===== config.mk =====
export PLATFORM = sky130hd
export DESIGN_NAME = dtc_unit
export DESIGN_NICKNAME = d
export VERILOG_FILES = /design/src/hw/dtc_pkg.sv /design/src/hw/dtc_chan_if.sv /design/src/hw/dtc_edge_sync.sv /design/src/hw/dtc_channel.sv /design/src/hw/dtc_unit.sv
export VERILOG_INCLUDE_DIRS = /design/src /design/src/hw
export SDC_FILE = /design/constraint.sdc
export NUM_CORES = 1
export LEC_CHECK = 0
export ABC_AREA = 1
export BUFFER_PORTS_ARGS = -buffer_cell sky130_fd_sc_hd__buf_2
export CAP_MARGIN = 30
export CORE_MARGIN = 8
export CORE_UTILIZATION = 38
export CTS_CLUSTER_SIZE = 10
export DETAILED_ROUTE_END_ITERATION = 10
export RECOVER_POWER = 25
export SYNTH_ARGS = -nofsm -noshare
export SYNTH_HDL_FRONTEND = slang
export SYNTH_HIERARCHICAL = 1
export SYNTH_SLANG_ARGS = --single-unit
export TNS_END_PERCENT = 50

===== constraint.sdc =====
create_clock -name mclk -period 4.55 [get_ports mclk]
set_clock_uncertainty 0.15 [all_clocks]
set_input_delay 0.91 -clock mclk [delete_from_list [all_inputs] [get_ports mclk]]
set_output_delay 0.91 -clock mclk [all_outputs]
set_load 0.05 [all_outputs]

===== src/hw/dtc_regs.svh =====
`ifndef DTC_REGS_SVH
`define DTC_REGS_SVH

`define DTC_ADDR_CONTROL  8'h88
`define DTC_ADDR_MODE     8'h89
`define DTC_ADDR_LOW_ZERO 8'h8a
`define DTC_ADDR_LOW_ONE  8'h8b
`define DTC_ADDR_HIGH_ZERO 8'h8c
`define DTC_ADDR_HIGH_ONE  8'h8d

`define DTC_CON_OVF_ONE   7
`define DTC_CON_RUN_ONE   6
`define DTC_CON_OVF_ZERO  5
`define DTC_CON_RUN_ZERO  4
`define DTC_CON_EXT_ONE   3
`define DTC_CON_TYPE_ONE  2
`define DTC_CON_EXT_ZERO  1
`define DTC_CON_TYPE_ZERO 0

`define DTC_MOD_GATE_ONE  7
`define DTC_MOD_CT_ONE    6
`define DTC_MOD_MODE_ONE_HI 5
`define DTC_MOD_MODE_ONE_LO 4
`define DTC_MOD_GATE_ZERO 3
`define DTC_MOD_CT_ZERO   2
`define DTC_MOD_MODE_ZERO_HI 1
`define DTC_MOD_MODE_ZERO_LO 0

`define DTC_RESET_BYTE    8'h00
`define DTC_PRESCALE      4'hc

`endif


===== src/hw/dtc_pkg.sv =====
package dtc_pkg;
	typedef enum logic [1:0] {
		DTC_MODE_13     = 2'b00,
		DTC_MODE_16     = 2'b01,
		DTC_MODE_RELOAD = 2'b10,
		DTC_MODE_SPLIT  = 2'b11
	} dtc_mode_t;
endpackage : dtc_pkg


===== src/hw/dtc_chan_if.sv =====
`timescale 1ns/100ps
interface dtc_chan_if;
	import dtc_pkg::*;
	dtc_mode_t   mode;
	logic        inc_lo;
	logic        inc_hi;
	logic        wr_lo;
	logic        wr_hi;
	logic [7:0]  wdata;
	logic [7:0]  lo;
	logic [7:0]  hi;
	logic        ovf_lo;
	logic        ovf_hi;
	modport ctl  (output mode, inc_lo, inc_hi, wr_lo, wr_hi, wdata,
		input lo, hi, ovf_lo, ovf_hi);
	modport chan (input mode, inc_lo, inc_hi, wr_lo, wr_hi, wdata,
		output lo, hi, ovf_lo, ovf_hi);
endinterface : dtc_chan_if


===== src/hw/dtc_edge_sync.sv =====
`timescale 1ns/100ps
module dtc_edge_sync (
	input  wire logic mclk,
	input  wire logic rst_n,
	input  wire logic pin,
	output logic      level,
	output logic      fall
);
	logic meta_r;
	logic sync_r;
	logic prev_r;

	// meta_r feeds only sync_r
	always_ff @(posedge mclk) begin
		if (!rst_n) begin
			meta_r <= 1'b1;
			sync_r <= 1'b1;
			prev_r <= 1'b1;
		end else begin
			meta_r <= pin;
			sync_r <= meta_r;
			prev_r <= sync_r;
		end
	end

	assign level = sync_r;
	assign fall  = prev_r & ~sync_r;
endmodule : dtc_edge_sync


===== src/hw/dtc_channel.sv =====
`timescale 1ns/100ps
module dtc_channel
	import dtc_pkg::*;
(
	input wire logic mclk,
	input wire logic rst_n,
	dtc_chan_if.chan ch
);
	`include "dtc_regs.svh"

	logic [7:0] lo_r;
	logic [7:0] lo_nxt;
	logic [7:0] hi_r;
	logic [7:0] hi_nxt;
	logic       ovf_lo_nxt;
	logic       ovf_hi_nxt;

	function automatic logic [8:0] dtc_inc8(input logic [7:0] v);
		return {1'b0, v} + 9'h001;
	endfunction : dtc_inc8

	always_comb begin
		logic [8:0] s;
		s = 9'h000;
		lo_nxt = lo_r;
		hi_nxt = hi_r;
		ovf_lo_nxt = 1'b0;
		ovf_hi_nxt = 1'b0;
		case (ch.mode)
			DTC_MODE_13: begin
				if (ch.inc_lo) begin
					lo_nxt = {3'b000, lo_r[4:0] + 5'h01};
					if (&lo_r[4:0]) begin
						{ovf_lo_nxt, hi_nxt} = dtc_inc8(hi_r);
					end
				end
			end
			DTC_MODE_16: begin
				if (ch.inc_lo) begin
					s = dtc_inc8(lo_r);
					lo_nxt = s[7:0];
					if (s[8]) begin
						{ovf_lo_nxt, hi_nxt} = dtc_inc8(hi_r);
					end
				end
			end
			DTC_MODE_RELOAD: begin
				if (ch.inc_lo) begin
					s = dtc_inc8(lo_r);
					lo_nxt = s[8] ? hi_r : s[7:0];
					ovf_lo_nxt = s[8];
				end
			end
			DTC_MODE_SPLIT: begin
				if (ch.inc_lo) begin
					{ovf_lo_nxt, lo_nxt} = dtc_inc8(lo_r);
				end
				if (ch.inc_hi) begin
					{ovf_hi_nxt, hi_nxt} = dtc_inc8(hi_r);
				end
			end
			default: begin
				lo_nxt = lo_r;
			end
		endcase
		// a software write wins over a count in the same cycle
		if (ch.wr_lo) begin
			lo_nxt = ch.wdata;
		end
		if (ch.wr_hi) begin
			hi_nxt = ch.wdata;
		end
	end

	always_ff @(posedge mclk) begin
		if (!rst_n) begin
			lo_r <= `DTC_RESET_BYTE;
			hi_r <= `DTC_RESET_BYTE;
		end else begin
			lo_r <= lo_nxt;
			hi_r <= hi_nxt;
		end
	end

	// top bits read as zero in 13-bit mode even if written
	assign ch.lo     = (ch.mode == DTC_MODE_13) ?
		{3'b000, lo_r[4:0]} : lo_r;
	assign ch.hi     = hi_r;
	assign ch.ovf_lo = ovf_lo_nxt;
	assign ch.ovf_hi = ovf_hi_nxt;
endmodule : dtc_channel


===== src/hw/dtc_unit.sv =====
`timescale 1ns/100ps
// Function
// timer operation counts once every twelve clocks while running
// counter operation advances on each falling edge of the count input
// edge seen over two samples; inputs countable up to half clock
// sources hold each level at least one machine cycle
// run bits 6 and 4 of control enable channel one and zero
// two-bit mode field picks 13-bit, 16-bit, reload or split
// 13-bit mode uses five low bits, top three held zero
// reload mode reloads low byte from high byte on wrap
// channel one in mode three stops counting
// channel zero mode three splits into two 8-bit counters
// software avoids channel zero reload with channel one 13/16-bit
// count-source bit one means counter, zero means timer
// gate set counts falling edges of gate signal when running
// overflow sets flag; software or service clears it
// falling edge on interrupt pin sets edge flag; service clears
// type bit selects edge or level request per interrupt pin
// type zero means low level, type one means falling edge
// overflow is wrap of active width, flagged same cycle
module dtc_unit
	import dtc_pkg::*;
(
	input  wire logic       mclk,
	input  wire logic       rst_n,
	input  wire logic [7:0] sfr_addr,
	input  wire logic [7:0] sfr_wdata,
	input  wire logic       sfr_wr,
	input  wire logic       sfr_rd,
	output logic      [7:0] sfr_rdata,
	input  wire logic       count_input_zero,
	input  wire logic       count_input_one,
	input  wire logic       gate_input_zero,
	input  wire logic       gate_input_one,
	input  wire logic       ext_irq_pin_zero,
	input  wire logic       ext_irq_pin_one,
	input  wire logic       irq_ack_ovf_zero,
	input  wire logic       irq_ack_ovf_one,
	input  wire logic       irq_ack_ext_zero,
	input  wire logic       irq_ack_ext_one,
	output logic            overflow_flag_zero,
	output logic            overflow_flag_one,
	output logic            ext_irq_zero_flag,
	output logic            ext_irq_one_flag,
	output logic            ext_irq_req_zero,
	output logic            ext_irq_req_one
);
	`include "dtc_regs.svh"

	logic [7:0] mode_r;
	logic       run_zero_r;
	logic       run_one_r;
	logic       type_zero_r;
	logic       type_one_r;
	logic       ovf_zero_r;
	logic       ovf_one_r;
	logic       ext_zero_r;
	logic       ext_one_r;
	logic       req_zero_r;
	logic       req_one_r;
	logic [7:0] rdata_r;
	logic [3:0] presc_r;
	logic       tick;

	logic       cnt0_fall;
	logic       cnt1_fall;
	logic       gate0_fall;
	logic       gate1_fall;
	logic       irq0_lvl;
	logic       irq0_fall;
	logic       irq1_lvl;
	logic       irq1_fall;

	logic       wr_con;
	logic       wr_mod;
	logic       ev_zero;
	logic       ev_one;
	logic       set_ovf_zero;
	logic       set_ovf_one;
	dtc_mode_t  mode_zero;
	dtc_mode_t  mode_one;
	logic       gate_zero;
	logic       gate_one;
	logic       ct_zero;
	logic       ct_one;

	dtc_chan_if ch0 ();
	dtc_chan_if ch1 ();

	// every pin passes two flops before the edge detector looks at it
	dtc_edge_sync u_sync_cnt0 (
		.mclk  (mclk),
		.rst_n (rst_n),
		.pin   (count_input_zero),
		.level (),
		.fall  (cnt0_fall)
	);
	dtc_edge_sync u_sync_cnt1 (
		.mclk  (mclk),
		.rst_n (rst_n),
		.pin   (count_input_one),
		.level (),
		.fall  (cnt1_fall)
	);
	dtc_edge_sync u_sync_gate0 (
		.mclk  (mclk),
		.rst_n (rst_n),
		.pin   (gate_input_zero),
		.level (),
		.fall  (gate0_fall)
	);
	dtc_edge_sync u_sync_gate1 (
		.mclk  (mclk),
		.rst_n (rst_n),
		.pin   (gate_input_one),
		.level (),
		.fall  (gate1_fall)
	);
	dtc_edge_sync u_sync_irq0 (
		.mclk  (mclk),
		.rst_n (rst_n),
		.pin   (ext_irq_pin_zero),
		.level (irq0_lvl),
		.fall  (irq0_fall)
	);
	dtc_edge_sync u_sync_irq1 (
		.mclk  (mclk),
		.rst_n (rst_n),
		.pin   (ext_irq_pin_one),
		.level (irq1_lvl),
		.fall  (irq1_fall)
	);

	dtc_channel u_chan_zero (
		.mclk  (mclk),
		.rst_n (rst_n),
		.ch    (ch0.chan)
	);
	dtc_channel u_chan_one (
		.mclk  (mclk),
		.rst_n (rst_n),
		.ch    (ch1.chan)
	);

	// one write decode shared by every writable register
	function automatic logic dtc_wr_hit(
		input logic       wr,
		input logic [7:0] addr,
		input logic [7:0] target
	);
		return wr & (addr == target);
	endfunction : dtc_wr_hit

	assign wr_con = dtc_wr_hit(sfr_wr, sfr_addr, `DTC_ADDR_CONTROL);
	assign wr_mod = dtc_wr_hit(sfr_wr, sfr_addr, `DTC_ADDR_MODE);

	// mode field decode
	assign mode_zero = dtc_mode_t'(mode_r[`DTC_MOD_MODE_ZERO_HI:
		`DTC_MOD_MODE_ZERO_LO]);
	assign mode_one  = dtc_mode_t'(mode_r[`DTC_MOD_MODE_ONE_HI:
		`DTC_MOD_MODE_ONE_LO]);
	assign gate_zero = mode_r[`DTC_MOD_GATE_ZERO];
	assign gate_one  = mode_r[`DTC_MOD_GATE_ONE];
	assign ct_zero   = mode_r[`DTC_MOD_CT_ZERO];
	assign ct_one    = mode_r[`DTC_MOD_CT_ONE];

	// free-running prescaler; phase is not reset by a run bit
	always_ff @(posedge mclk) begin
		if (!rst_n) begin
			presc_r <= 4'h0;
		end else if (presc_r == `DTC_PRESCALE - 4'h1) begin
			presc_r <= 4'h0;
		end else begin
			presc_r <= presc_r + 4'h1;
		end
	end
	assign tick = (presc_r == `DTC_PRESCALE - 4'h1);

	// count events; gate mode counts gate falling edges
	assign ev_zero = run_zero_r & (gate_zero ? gate0_fall :
		(ct_zero ? cnt0_fall : tick)); // see R2 see R3 see R12
	assign ev_one  = run_one_r & (gate_one ? gate1_fall :
		(ct_one ? cnt1_fall : tick)); // see R2 see R12

	assign ch0.mode   = mode_zero;
	assign ch0.inc_lo = ev_zero;
	// split high byte counts clock ticks under channel one's run bit
	assign ch0.inc_hi = (mode_zero == DTC_MODE_SPLIT) &
		run_one_r & tick;
	assign ch0.wr_lo  = dtc_wr_hit(sfr_wr, sfr_addr, `DTC_ADDR_LOW_ZERO);
	assign ch0.wr_hi  = dtc_wr_hit(sfr_wr, sfr_addr, `DTC_ADDR_HIGH_ZERO);
	assign ch0.wdata  = sfr_wdata;

	assign ch1.mode   = mode_one;
	assign ch1.inc_lo = ev_one & (mode_one != DTC_MODE_SPLIT);
	assign ch1.inc_hi = 1'b0;
	assign ch1.wr_lo  = dtc_wr_hit(sfr_wr, sfr_addr, `DTC_ADDR_LOW_ONE);
	assign ch1.wr_hi  = dtc_wr_hit(sfr_wr, sfr_addr, `DTC_ADDR_HIGH_ONE);
	assign ch1.wdata  = sfr_wdata;

	assign set_ovf_zero = ch0.ovf_lo;
	assign set_ovf_one  = ch1.ovf_lo | ch0.ovf_hi;

	always_ff @(posedge mclk) begin
		if (!rst_n) begin
			mode_r <= `DTC_RESET_BYTE;
		end else if (wr_mod) begin
			mode_r <= sfr_wdata;
		end
	end

	always_ff @(posedge mclk) begin
		if (!rst_n) begin
			run_zero_r  <= 1'b0;
			run_one_r   <= 1'b0;
			type_zero_r <= 1'b0;
			type_one_r  <= 1'b0;
		end else if (wr_con) begin
			run_zero_r  <= sfr_wdata[`DTC_CON_RUN_ZERO];
			run_one_r   <= sfr_wdata[`DTC_CON_RUN_ONE];
			type_zero_r <= sfr_wdata[`DTC_CON_TYPE_ZERO];
			type_one_r  <= sfr_wdata[`DTC_CON_TYPE_ONE];
		end
	end

	// flags: a hardware set beats a write or a service clear
	always_ff @(posedge mclk) begin
		if (!rst_n) begin
			ovf_zero_r <= 1'b0;
			ovf_one_r  <= 1'b0;
		end else begin
			ovf_zero_r <= set_ovf_zero | (wr_con ?
				sfr_wdata[`DTC_CON_OVF_ZERO] :
				(ovf_zero_r & ~irq_ack_ovf_zero));
			ovf_one_r  <= set_ovf_one | (wr_con ?
				sfr_wdata[`DTC_CON_OVF_ONE] :
				(ovf_one_r & ~irq_ack_ovf_one));
		end
	end

	always_ff @(posedge mclk) begin
		if (!rst_n) begin
			ext_zero_r <= 1'b0;
			ext_one_r  <= 1'b0;
		end else begin
			ext_zero_r <= irq0_fall | (wr_con ?
				sfr_wdata[`DTC_CON_EXT_ZERO] :
				(ext_zero_r & ~irq_ack_ext_zero));
			ext_one_r  <= irq1_fall | (wr_con ?
				sfr_wdata[`DTC_CON_EXT_ONE] :
				(ext_one_r & ~irq_ack_ext_one));
		end
	end

	// level requests follow the pin, so they cannot be cleared by service
	always_ff @(posedge mclk) begin
		if (!rst_n) begin
			req_zero_r <= 1'b0;
			req_one_r  <= 1'b0;
		end else begin
			req_zero_r <= type_zero_r ? ext_zero_r :
				~irq0_lvl; // see R16
			req_one_r  <= type_one_r ? ext_one_r :
				~irq1_lvl; // see R16
		end
	end

	always_ff @(posedge mclk) begin
		if (!rst_n) begin
			rdata_r <= `DTC_RESET_BYTE;
		end else if (sfr_rd) begin
			case (sfr_addr)
				`DTC_ADDR_CONTROL: begin
					rdata_r <= {ovf_one_r, run_one_r, ovf_zero_r,
						run_zero_r, ext_one_r, type_one_r,
						ext_zero_r, type_zero_r};
				end
				`DTC_ADDR_MODE: begin
					rdata_r <= mode_r;
				end
				`DTC_ADDR_LOW_ZERO: begin
					rdata_r <= ch0.lo;
				end
				`DTC_ADDR_LOW_ONE: begin
					rdata_r <= ch1.lo;
				end
				`DTC_ADDR_HIGH_ZERO: begin
					rdata_r <= ch0.hi;
				end
				`DTC_ADDR_HIGH_ONE: begin
					rdata_r <= ch1.hi;
				end
				default: begin
					rdata_r <= 8'h00;
				end
			endcase
		end
	end

	assign sfr_rdata          = rdata_r;
	assign overflow_flag_zero = ovf_zero_r;
	assign overflow_flag_one  = ovf_one_r;
	assign ext_irq_zero_flag  = ext_zero_r;
	assign ext_irq_one_flag   = ext_one_r;
	assign ext_irq_req_zero   = req_zero_r;
	assign ext_irq_req_one    = req_one_r;
endmodule : dtc_unit


[Word-level counts from Yosys, hierarchy flattened]
Cells that the tools add are included.
Word-level totals
  bits in registers: 80
  bits of input ports: 30
  output and inout bits: 14
  word-level logic and storage cells: 175
Operators by class
  $add $sub $neg: 7
  equality and inequality tests: 29
  muxes and demuxes: 52
  bitwise gates (word level): 37
  reduce and logical (&&, ||, !) cells: 15
Operator list (number)
  $mux 8: 23
  $pmux 8 s3: 3
  $eq 8x8->1 const B: 6
  $pmux 8 s6: 1
  $add 8x1->9 const B: 4
  $ne 3x3->1 const B: 9
  $mux 1: 22
  $and 1x1->1: 21
  $pmux 8 s2: 1
  $reduce_and 5->1: 3
  $ne 3x2->1 const B: 4
  $not 1->1: 11
  $add 5x1->5 const B: 2
  $reduce_or 2->1: 5
  $eq 2x2->1 const B: 4
  $ne 3x1->1 const B: 2
  $pmux 1 s3: 2
  $reduce_and 3->1: 2
  $reduce_and 6->1: 1
  $or 1x1->1: 5
  $add 4x1->4 const B: 1
  $eq 2x1->1 const B: 2
  $eq 4x4->1 const B: 1
  $logic_not 2->1: 2
  other kinds (3): 3

[Longest topological paths before layout]
Gate-level depths: netlist (run 1).
  word-level depth: 10
  mapped depth: 13
  depth with buffers taken out: 13

[By module]
The synthesis (run 1) kept the hierarchy.
Modules (own cells, without submodules)
  dtc_channel: times used 2, cells an instance 218, area an instance 1352.5 µm², sequential area each 320.3 µm²
  dtc_unit: times used 1, cells an instance 273, area an instance 1785.5 µm², sequential area each 600.6 µm²
  dtc_edge_sync: times used 6, cells an instance 11, area an instance 90.1 µm², sequential area each 60.1 µm²

[Worst setup path before layout (run 1)]
No wires, ideal clock.
  path type: in2reg
  start point: input sfr_addr[6]
  end point: register u_chan_one.hi_r[0], in the netlist u_chan_one/ch.hi[0]
  library setup time: 0.122 ns
  data arrival time: 2.174 ns
  data required time: 4.278 ns
  setup slack: 2.104 ns
  cell stages on the path: 11
  buffers on the path: 3
  cell sequence: inv_2 -> nand2_2 -> nor2_8 -> buf_2 -> nand2_1 -> nor2_1 -> buf_2 -> inv_2 -> buf_2 -> o21ai_0 -> nor3_2
On the way
  word-level cells in the longest chain between the ends: 4
  elaborated cells on any way between the ends: 9
  those cells by class: eq/ne: 5; mux: 1; bitwise: 1; reduce/logical: 2
RTL lines
  start, declared: line dtc_unit.sv:26  | input wire logic [7:0] sfr_addr,
  $eq 8x8->1 *: line dtc_unit.sv:151  | return wr & (addr == target);
  $and 1x1->1 *: line dtc_unit.sv:151
  named net ch1.wr_hi: line dtc_chan_if.sv:8  | logic wr_hi;
  $ne 3x2->1 (no line), or another cell as far along
  $reduce_and 5->1 (no line)
  end signal, assigned: line dtc_channel.sv:78  | hi_r <= `DTC_RESET_BYTE;
  end signal, assigned: line dtc_channel.sv:81  | hi_r <= hi_nxt;
  end, declared: line dtc_channel.sv:13  | logic [7:0] hi_r;
Mark *: on every way through the listed nets, which the timed path passes. The rest lies on a longest branch.
A chain may end at the register's enable or synchronous reset.

[Worst setup path after layout (run 1)]
  start point: input sfr_addr[6]
  end point: register u_chan_one.lo_r[7]
On the way
  word-level cells in the longest chain between the ends: 4
  elaborated cells on any way between the ends: 7
  those cells by class: eq/ne: 4; mux: 1; bitwise: 1; reduce/logical: 1
RTL lines
  $eq 8x8->1 *: line dtc_unit.sv:151
  $and 1x1->1 *: line dtc_unit.sv:151
  named net ch1.wr_lo: line dtc_chan_if.sv:7  | logic wr_lo;
  $ne 3x3->1 (no line) or $ne 3x1->1 (tied branches)
  $reduce_and 3->1 (no line)
  end signal, assigned: line dtc_channel.sv:77  | lo_r <= `DTC_RESET_BYTE;
  end signal, assigned: line dtc_channel.sv:80  | lo_r <= lo_nxt;
  end, declared: line dtc_channel.sv:11  | logic [7:0] lo_r;
Marked as above.

==> results of run 1 <==
sequential cells by signal (all words and copies together) (netlist names), 4 cells and up:
name	flops
sfr_rdata	8
u_chan_zero/lo_r	8
u_chan_one/lo_r	8
mode_r	8
presc_r	4
u_chan_one/ch.hi	8
u_chan_zero/ch.hi	8
placed cells by master (no fill, tap or decap), types with 2 or more instances in the layout:
cell / instances
buf_2: 42
dfxtp_1: 80
inv_1: 104
nand3_1: 88
nor3_1: 7
nor2_2: 5
clkinv_2: 3
clkinv_4: 3
nand2_8: 2
clkbuf_1: 3
clkbuf_16: 9
nor2_8: 5
a31oi_1: 6
nand2_2: 6
nand3b_1: 2
a21oi_1: 55
nand4_1: 4
nor2_1: 78
nand3_4: 4
clkinvlp_4: 2
o21ai_1: 12
nand3b_2: 2
a21oi_2: 8
o21ai_0: 27
o211ai_1: 3
inv_2: 13
ha_1: 7
a22oi_1: 6
nor2_4: 2
nor3_2: 4
or2_1: 2
nand2_1: 195
nand2_4: 6
o21ai_2: 6
worst reg2reg max path: stages, from the launching register on:
cell and delay, ps:
dfxtp_1 350, ha_1 190, inv_1 40, nor3_1 210, inv_1 200, nand2_1 100
o21ai_0 70, a21oi_1 310, nand2_1 120, a21oi_2 260, nand2_4 150, nand2_8 120
nor2_1 70, nor3_2 110
worst paths after layout:
path         depth (start not counted)                   end  slack, ps
min                                  2    u_sync_gate1/level        250
min reg2reg                          2    u_sync_gate1/level        250
max reg2reg                         13  u_chan_zero/ch.hi[0]       2010
max                                 10    u_chan_one/lo_r[7]       1570
where the power goes:
part | total, µW | switching, µW | internal (µW)
clock | 678 | 307 | 371
combinational | 84.3 | 60.5 | 23.7
sequential | 716 | 5.16 | 711
metrics by stage:
stage / power (µW) / instance area (µm²) / setup WS, ps / utilization / hold WS, ps
6_report: 1480 / 5570 / 1570 / 0.426 / 250
3_3_place_gp: 816 / 5300 / 1360 / 0.405 / 232
2_1_floorplan: 778 / 5030 / 2100 / - / 230
4_1_cts: 1490 / 5570 / 1660 / 0.426 / 251
3_5_place_dp: 815 / 5300 / 1300 / 0.405 / 237
5_1_grt: 1530 / 5570 / 1310 / 0.426 / 275
cell type report:
class	instances	area, µm²	area share
Clock inverter	6	46.3	0.00831
Sequential cell	80	1600	0.288
Timing Repair Buffer	45	225	0.0404
Multi-Input combinational cell	546	2800	0.502
Inverter	119	449	0.0807
Tap cell	176	220	0.0395
Clock buffer	10	229	0.0411
per-layer routing:
layer	up-vias	wire length, µm	global-route usage	part of all wire
li1	2515	-	-	-
met1	2125	6720	0.224	0.48
met2	106	6490	0.269	0.46
met3	13	691	0.0349	0.049
met4	0	210	0.0506	0.015
met5	-	0	0	0
==> results.md, run 1 <==
* I/O pins at between 40 and 50
* Inserted Clock Buffers at 9
* CTS tree: built
* Die area at approximately 17000 µm²
* DRC at 0
* Synthesized instance count at just under 800
* Width of the die at approximately 130 µm
* First-pass GRT wire length at approximately 22000 µm
* Initial antenna violation count at 0
* Layout area overhead at 10.8%
* Grt total ovfl at 0
* Max_cap viols at 0
* Total iterations of the first detailed-routing run at 5
* Hold Buf Count CTS at 0
* Synthesis Warnings at 6
* Critical path, cell by cell: buf_2 -> inv_2 -> nand2_2 -> nor2_8 -> nand2_1 -> nor2_1 -> nor2_1 -> a21oi_1 -> nand2_1 -> a21oi_1
* Critical R2R Launch: presc_r[0]
* Largest net degree at the start of global routing at 45
* Slew headroom at 0.205
* Die span in y at roughly 130 µm
* Hold_sp: u_sync_gate1/meta_r
* F_max at roughly 340 MHz
* Largest buffer count on any clock path at 2
* Hold Path Class: flop to flop
* Initial DRC count at about 400
* Layout fillers at around 1.4k
* Clock latency on the worst-skew pair at 350 ps
* Core footprint at 13100 µm²
* Cell area power density at roughly 270 nW/µm²
* Critical Path Start: sfr_addr[6]
* N_diodes at 0
* Vias at between 4k and 5k
* Net Count, Synth at between 800 and 900
* Bufs and invs on worst path at 2
* Leakage power at roughly 0.0025 µW
* Placer Congestion at approximately 0.87
* Clock Sinks at 80
* Final setup fails at 0
* Placed instance count at ~970
* Post-Syn Area at 5030 µm²
* Initial Util at 0.384
* Routed wire per std cell at between 10 and 15 µm
* DR vias/cell at between 4 and 5
* CP top delay family: simple AND/OR/NAND/NOR gates
* CP required at around 4700 ps
* Synthesized area per cell at between 6 and 7 µm²
* Status: finished, final reports clean
* Unrepaired setup endpoints after global routing: no
* Cts repair resizes at 0
* Worst-path fanout max at 44
* IO buf count at between 40 and 50
* Layout Cells excl Fill at 982
* Post CTS Setup Buffer Count at 0
* Final wirelength at roughly 14000 µm
* Placement Rows at between 40 and 50
* Vias in the first global route at between 4k and 5k
* Nature of the critical path startpoint: primary input
* Final Hold Vio Count at 0
* IR drop worst, VDD at ~0.25 mV
* Crit-path slowest cell: nor2_1
* GRT Util Overall at 0.169
* Worst Path Arrival at a little over 3000 ps
* Final ANT Viol Nets at 0
* Slew Viols, Final at 0
* Minimum clock period at about 3000 ps
* CP endpoint kind: flop
* Post-layout net count at 838
* Period utilization at 0.656
* CTS clk-pin slew, worst paths at around 60 ps
* Layout cells sized above 1 at 0.153
* Root buffer cell: clkbuf_16
* H-tree depth reported by CTS at 3
* Fin Setup TNS at 0 ps
* Slew at the pin with the worst max-slew slack at between 1000 and 1500 ps
* Kind of critical path: primary input to flop
* DP Wirelength at between 10000 and 15000 µm
* Worst stage delay on the critical path at 650 ps
(Power assumes the default switching activity.)
==> inputs of run 2 (changes only) <==
==> constraint.sdc (replaced) <==
create_clock -name mclk -period 2.48 [get_ports mclk]
set_clock_uncertainty 0.15 [all_clocks]
set_input_delay 0.496 -clock mclk [delete_from_list [all_inputs] [get_ports mclk]]
set_output_delay 0.496 -clock mclk [all_outputs]
set_load 0.05 [all_outputs]
==> run 2 against run 1 <==
Effect of this change: sequential share of layout area down 0.67 points; routed wire length hardly changed; combinational power grew 90%; sequential power rose by 83%; highest routed layer unchanged; final cell count increased by 1.4%; critical path type is now flop to flop; critical path depth grew 3; register-to-register slack got worse by 1700 ps; power up 87%.
==> results.md, run 2 (synthesized netlist as in run 1, its figures left out) <==
* Status: finished, final reports clean (unchanged)
* CP required at 2600 ps (was 4670 ps)
* Initial DRC count at 434 (was 401)
* Kind of critical path: flop to flop (was primary input to flop)
* Design Power at 2760 µW (was 1480 µW)
* Largest net degree at the start of global routing at 30 (was 45)
* Clock latency on the worst-skew pair at 340 ps (was 350 ps)
* Largest buffer count on any clock path at 2 (unchanged)
* Layout fillers at 1385 (was 1395)
* Final setup fails at 0 (unchanged)
* Vias in the first global route at 4323 (was 4239)
* Worst hold slack at 168 ps (was 250 ps)
* Placed instance count at 980 (was 966)
* Core footprint at 13100 µm² (unchanged)
* Post-layout net count at 852 (was 838)
* Post-route worst setup slack at 287 ps (was 1570 ps)
* Setup WS pre-CTS at 177 ps (was 1300 ps)
* Most common cell after layout, fill and taps aside: nand2_1 (unchanged)
* Grt total ovfl at 0 (unchanged)
* Total iterations of the first detailed-routing run at 5 (unchanged)
* N_diodes at 0 (unchanged)
* CP endpoint kind: flop (unchanged)
* Initial antenna violation count at 0 (unchanged)
* Period utilization at 0.884
* Placement Rows at 42 (unchanged)
* Placer Congestion at 0.853 (was 0.869)
* Routed wire per std cell at 14.2 µm (was 14.4 µm)
* Final ANT Viol Nets at 0 (unchanged)
* WHS Endpoint: u_sync_cnt1/meta_r (was u_sync_gate1/level)
* Nature of the critical path startpoint: flop (was primary input)
* First-pass GRT wire length at 22400 µm (was 22100 µm)
* Initial Util at 0.384 (unchanged)
* Worst-path fanout max at 8 (was 44)
* Hold path cells at 3 (was 2)
* Most frequent cells in the layout: nand2_1, inv_1, nand3_1 (unchanged)
* H-tree depth reported by CTS at 3 (unchanged)
* Width of the die at 131 µm (unchanged)
* Final Hold Vio Count at 0 (unchanged)
* Slew at the pin with the worst max-slew slack at 1160 ps (was 1190 ps)
* Cell area power density at 485 nW/µm² (was 265 nW/µm²)
* CTS tree: built (unchanged)
* Inserted Clock Buffers at 9 (unchanged)
* R2R Setup Slk at 290 ps (was 2010 ps)
* Layout cells sized above 1 at 0.170 (was 0.153)
* Final wirelength at 14100 µm (about the same)
* DRC at 0 (unchanged)
* Worst Path Arrival at 2310 ps (was 3110 ps)
* Fin Setup TNS at 0 ps (unchanged)
* Layout Cells excl Fill at 996 (was 982)
* GRT Util Overall at 0.171 (was 0.169)
* Hold Path Class: primary input to flop (was flop to flop)
* Die area at 17200 µm² (unchanged)
* RR Endpoint: u_chan_zero/ch.hi[6] (was u_chan_zero/ch.hi[0])
* Max_cap viols at 0 (unchanged)
* DR vias/cell at 4.82 (was 4.85)
* Die span in y at 131 µm (unchanged)
* R2R cell count at 13 (unchanged)
* IR drop worst, VDD at 0.376 mV (was 0.246 mV)
* Slew headroom at 0.226 (was 0.205)
* Layout area overhead at 13.4% (was 10.8%)
* Clock Sinks at 80 (unchanged)
* Minimum clock period at around 2200 ps
* CTS clk-pin slew, worst paths at 60 ps (about the same)
* Leakage power at 0.00261 µW (was 0.00253 µW)
* Root buffer cell: clkbuf_16 (unchanged)
* DP Wirelength at 10700 µm (was 10400 µm)
* IO buf count at 43 (unchanged)
* Vias at 4804 (was 4759)
* Hold_sp: count_input_one (was u_sync_gate1/meta_r)
* Slew Viols, Final at 0 (unchanged)
* Critical R2R Launch: presc_r[0] (unchanged)
* F_max at between 400 and 500 MHz
* I/O pins at 44 (unchanged)
run 2: changes by cell type in the layout (fill, tap and decap cells not counted):
cell        before  now
buf_4            1   14
inv_6            0    3
a21oi_1         55   54
a21oi_4          0    1
clkbuf_8         0    1
clkinv_2         3    2
clkinv_4         3    2
clkinvlp_4       2    1
nor3_1           7    6
nor3_2           4    5
run 2: worst max-delay path by stage:
stage                      startpoint              endpoint  slack (ps)  cells after the start
after floorplan           sfr_addr[6]   u_chan_one/ch.hi[0]         450                     11
after global placement     presc_r[0]  u_chan_zero/ch.hi[5]         220                     13
after detailed placement   presc_r[0]  u_chan_zero/ch.hi[5]         180                     13
after CTS                  presc_r[0]  u_chan_zero/ch.hi[6]         150                     13
after global routing       presc_r[0]  u_chan_zero/ch.hi[7]         -20                     13
final                      presc_r[0]  u_chan_zero/ch.hi[6]         290                     13
run 2: worst max-delay path: stages (launching register included):
cell	delay (ps)
dfxtp_1	350
ha_1	180
inv_1	50
nor3_2	120
inv_1	120
nand2_1	70
o21ai_0	90
a21oi_2	230
nand2_1	130
a21oi_4	210
nand2_4	120
nand2_8	110
nand2_1	60
a21oi_1	110
run 2: routing by layer:
metal  vias up  part of all wire  wire length [µm]  track usage
met1      2131              0.47              6700        0.231
met3        14             0.052               735       0.0284
li1       2543                 -                 -            -
met5         -                 0                 0            0
met2       116              0.46              6460        0.272
met4         0             0.017               234       0.0547
run 2: repair_timing:
item | in CTS | in global routing
hold buffers | 0 | 0
setup buffers | 0 | 0
gates resized for setup | 0 | 3
endpoints found under the hold margin | 0 | 0
setup endpoints to repair | 0 | 16
run 2: final cells by class:
class,count,area (µm²),area share
Tap cell,176,220,0.0386
Multi-Input combinational cell,546,2810,0.494
Clock inverter,6,51.3,0.00900
Timing Repair Buffer,59,327,0.0573
Clock buffer,10,239,0.0419
Inverter,119,449,0.0788
Sequential cell,80,1600,0.281
run 2: where the power goes:
group / total (µW) / switching [µW] / internal [µW] / leakage, µW
Sequential: 1310 / 9.68 / 1300 / 0.000649
Clock: 1290 / 571 / 719 / 0.000140
Combinational: 160 / 112 / 48.0 / 0.00182
run 2: through the flow:
stage | utilization | cell area, µm²
after floorplan | - | 5030
after global placement | 0.413 | 5400
after detailed placement | 0.413 | 5400
after CTS | 0.435 | 5690
after global routing | 0.436 | 5700
final | 0.436 | 5700
==> inputs of run 3 (changes only) <==
--- a/config.mk
+++ b/config.mk
@@ -6,13 +6,13 @@
 export SDC_FILE = /design/constraint.sdc
 export NUM_CORES = 1
 export LEC_CHECK = 0
-export ABC_AREA = 1
-export BUFFER_PORTS_ARGS = -buffer_cell sky130_fd_sc_hd__buf_2
+export BUFFER_PORTS_ARGS = -buffer_cell sky130_fd_sc_hd__buf_4
 export CAP_MARGIN = 30
 export CORE_MARGIN = 8
 export CORE_UTILIZATION = 38
 export CTS_CLUSTER_SIZE = 10
 export DETAILED_ROUTE_END_ITERATION = 10
+export MAX_ROUTING_LAYER = met4
 export RECOVER_POWER = 25
 export SYNTH_ARGS = -nofsm -noshare
 export SYNTH_HDL_FRONTEND = slang
==> run 3 against run 2 <==
Effect of this change: via count is 7.3% lower; synthesized cell count shrank 30%; utilization grew 3.9 points; die area down 6.3%; count of clock-buffer cells in the layout is 1 lower; register-to-register slack worse by 210 ps; combinational power up 14%; hold slack improved by 7.1 ps; setup slack got worse by 210 ps; power is 7.5% higher; critical path depth is 2 lower; critical endpoint is now u_chan_zero/ch.hi[1].
==> results.md, run 3 <==
* Status: finished, final reports clean (unchanged)
* DP Wirelength at 10100 µm (was 10700 µm)
* Crit-path slowest cell: dfxtp_2 (was dfxtp_1)
* CTS clk-pin slew, worst paths at 70 ps (was 60 ps)
* Die area at 16100 µm² (was 17200 µm²)
* Layout Cells excl Fill at 748 (was 996)
* Slew Viols, Final at 0 (unchanged)
* Routed wire per std cell at 19.3 µm (was 14.2 µm)
* Cell area power density at 521 nW/µm² (was 485 nW/µm²)
* Minimum clock period at 2400 ps (was 2190 ps)
* Post-Syn Area at 4670 µm² (was 5030 µm²)
* Final setup fails at 0 (unchanged)
* Vias at 4451 (was 4804)
* Most common cell after layout, fill and taps aside: dfxtp_1 (was nand2_1)
* Largest net degree at the start of global routing at 22 (was 30)
* Fin Setup TNS at 0 ps (unchanged)
* Initial antenna violation count at 0 (unchanged)
* Placed instance count at 722 (was 980)
* Register area at 1600 µm² (about the same)
* First-pass GRT wire length at 22100 µm (was 22400 µm)
* H-tree depth reported by CTS at 3 (unchanged)
* Placer Congestion at 0.902 (was 0.853)
* Total iterations of the first detailed-routing run at 6 (was 5)
* Hold Buf Count CTS at 0 (unchanged)
* Final ANT Viol Nets at 0 (unchanged)
* Initial DRC count at 349 (was 434)
* Net Count, Synth at 577 (was 811)
* CP required at 2570 ps (was 2600 ps)
* Grt total ovfl at 0 (unchanged)
* Area of the multi-input gates at 2890 µm² (was 2810 µm²)
* Clock Sinks at 80 (unchanged)
* DR vias/cell at 5.95 (was 4.82)
* Inserted Clock Buffers at 9 (unchanged)
* Layout cells sized above 1 at 0.245 (was 0.170)
* F_max at 416 MHz (was 456 MHz)
* Synthesized area per cell at 8.65 µm² (was 6.50 µm²)
* Critical path, cell by cell: ha_4 -> nand3b_1 -> buf_6 -> o21ai_2 -> and3_4 -> mux2_4 -> a32oi_4 -> clkbuf_16 -> buf_6 -> nor3b_1 -> o311a_1 (was ha_1 -> inv_1 -> nor3_2 -> inv_1 -> nand2_1 -> o21ai_0 -> a21oi_2 -> nand2_1 -> a21oi_4 -> nand2_4 -> nand2_8 -> nand2_1 -> a21oi_1)
* Final wirelength at 14400 µm (was 14100 µm)
* Worst Path Arrival at 2490 ps (was 2310 ps)
* Kind of critical path: flop to flop (unchanged)
* Placed instance area at 5190 µm² (was 5400 µm²)
* CTS tree: built (unchanged)
* Core footprint at 12000 µm² (was 13100 µm²)
* N_diodes at 0 (unchanged)
* Crit-path most repeated cell: buf_6 (was nand2_1)
* Leakage power at 0.00206 µW (was 0.00261 µW)
* Root buffer cell: clkbuf_16 (unchanged)
* Most frequent cells in the layout: dfxtp_1, buf_4, nand2_1 (was nand2_1, inv_1, nand3_1)
* Die span in y at 127 µm (was 131 µm)
* Vias in the first global route at 4143 (was 4323)
* Synthesized instance count at 540 (was 774)
* IO buf count at 43 (unchanged)
* Worst-path fanout max at 7 (was 8)
* CP endpoint kind: flop (unchanged)
* CP top delay family: compound AO/OA/AOI/OAI gates (unchanged)
* Final instance area at 5700 µm² (about the same)
* Placement Rows at 40 (was 42)
* Worst stage delay on the critical path at 340 ps (was 350 ps)
* Nature of the critical path startpoint: flop (unchanged)
* Synthesis Warnings at 6 (unchanged)
* Worst hold slack at 175 ps (was 168 ps)
* Final Hold Vio Count at 0 (unchanged)
* Bufs and invs on worst path at 3 (was 2)
* IR drop worst, VDD at 0.237 mV (was 0.376 mV)
* Slew at the pin with the worst max-slew slack at 679 ps (was 1160 ps)
* Slew headroom at 0.547 (was 0.226)
* Hold Path Class: primary input to flop (unchanged)
* I/O pins at 44 (unchanged)
* Layout area overhead at 22.2% (was 13.4%)
* Initial Util at 0.389 (was 0.384)
* Width of the die at 127 µm (was 131 µm)
* Period utilization at 0.969 (was 0.884)
* GRT Util Overall at 0.179 (was 0.171)
* Clock latency on the worst-skew pair at 350 ps (was 340 ps)
* Max_cap viols at 0 (unchanged)
* DRC at 0 (unchanged)
* Layout fillers at 1175 (was 1385)
* Post-layout net count at 633 (was 852)
* Largest buffer count on any clock path at 2 (unchanged)
==> run 3: what timing repair did <==
item | 4_1_cts | 5_1_grt
resized for setup | 2 | 24
setup buffers | 0 | 8
setup endpoints to repair | 10 | 11
cloned | 0 | 2
pin swaps | 0 | 11
==> run 3: power breakdown <==
group | leakage, µW | total [µW] | internal [µW] | switching, µW
Combinational | 0.00126 | 182 | 75.1 | 107
Clock | 0.000153 | 1470 | 892 | 582
Sequential | 0.000649 | 1320 | 1300 | 10.9
==> run 3: per-stage QoR <==
step / worst slack [ps] / power (µW) / util
after global placement: -37.3 / 1520 / 0.432
after global routing: -0.485 / 3070 / 0.475
final: 77.9 / 2970 / 0.475
after floorplan: -34.0 / 1430 / -
after CTS: -10.1 / 3000 / 0.460
after detailed placement: -65.0 / 1520 / 0.432
==> run 3: cell type report <==
cell class / instances / share of cell area
Multi-Input combinational cell: 406 / 0.506
Tap cell: 147 / 0.0322
Clock buffer: 9 / 0.0395
Timing Repair Buffer: 81 / 0.111
Sequential cell: 80 / 0.281
Inverter: 18 / 0.0118
Clock inverter: 7 / 0.0178
==> run 3: path summary, 6_finish.rpt <==
kind / startpoint / end / slack (ps) / cells past startpoint
max: presc_r[1] / u_chan_zero/ch.hi[1] / 80 / 11
min: count_input_one / u_sync_cnt1/meta_r / 180 / 2
max reg2reg: presc_r[1] / u_chan_zero/ch.hi[1] / 80 / 11
min reg2reg: u_sync_irq0/meta_r / u_sync_irq0/level / 250 / 1
==> run 3: routing by layer <==
metal | GRT usage | vias to the layer above | share of wire | wire (µm)
li1 | - | 2133 | - | -
met1 | 0.222 | 2118 | 0.45 | 6550
met2 | 0.272 | 164 | 0.46 | 6630
met3 | 0.0444 | 36 | 0.062 | 894
met4 | 0.0749 | 0 | 0.026 | 371
met5 | - | - | 0 | 0
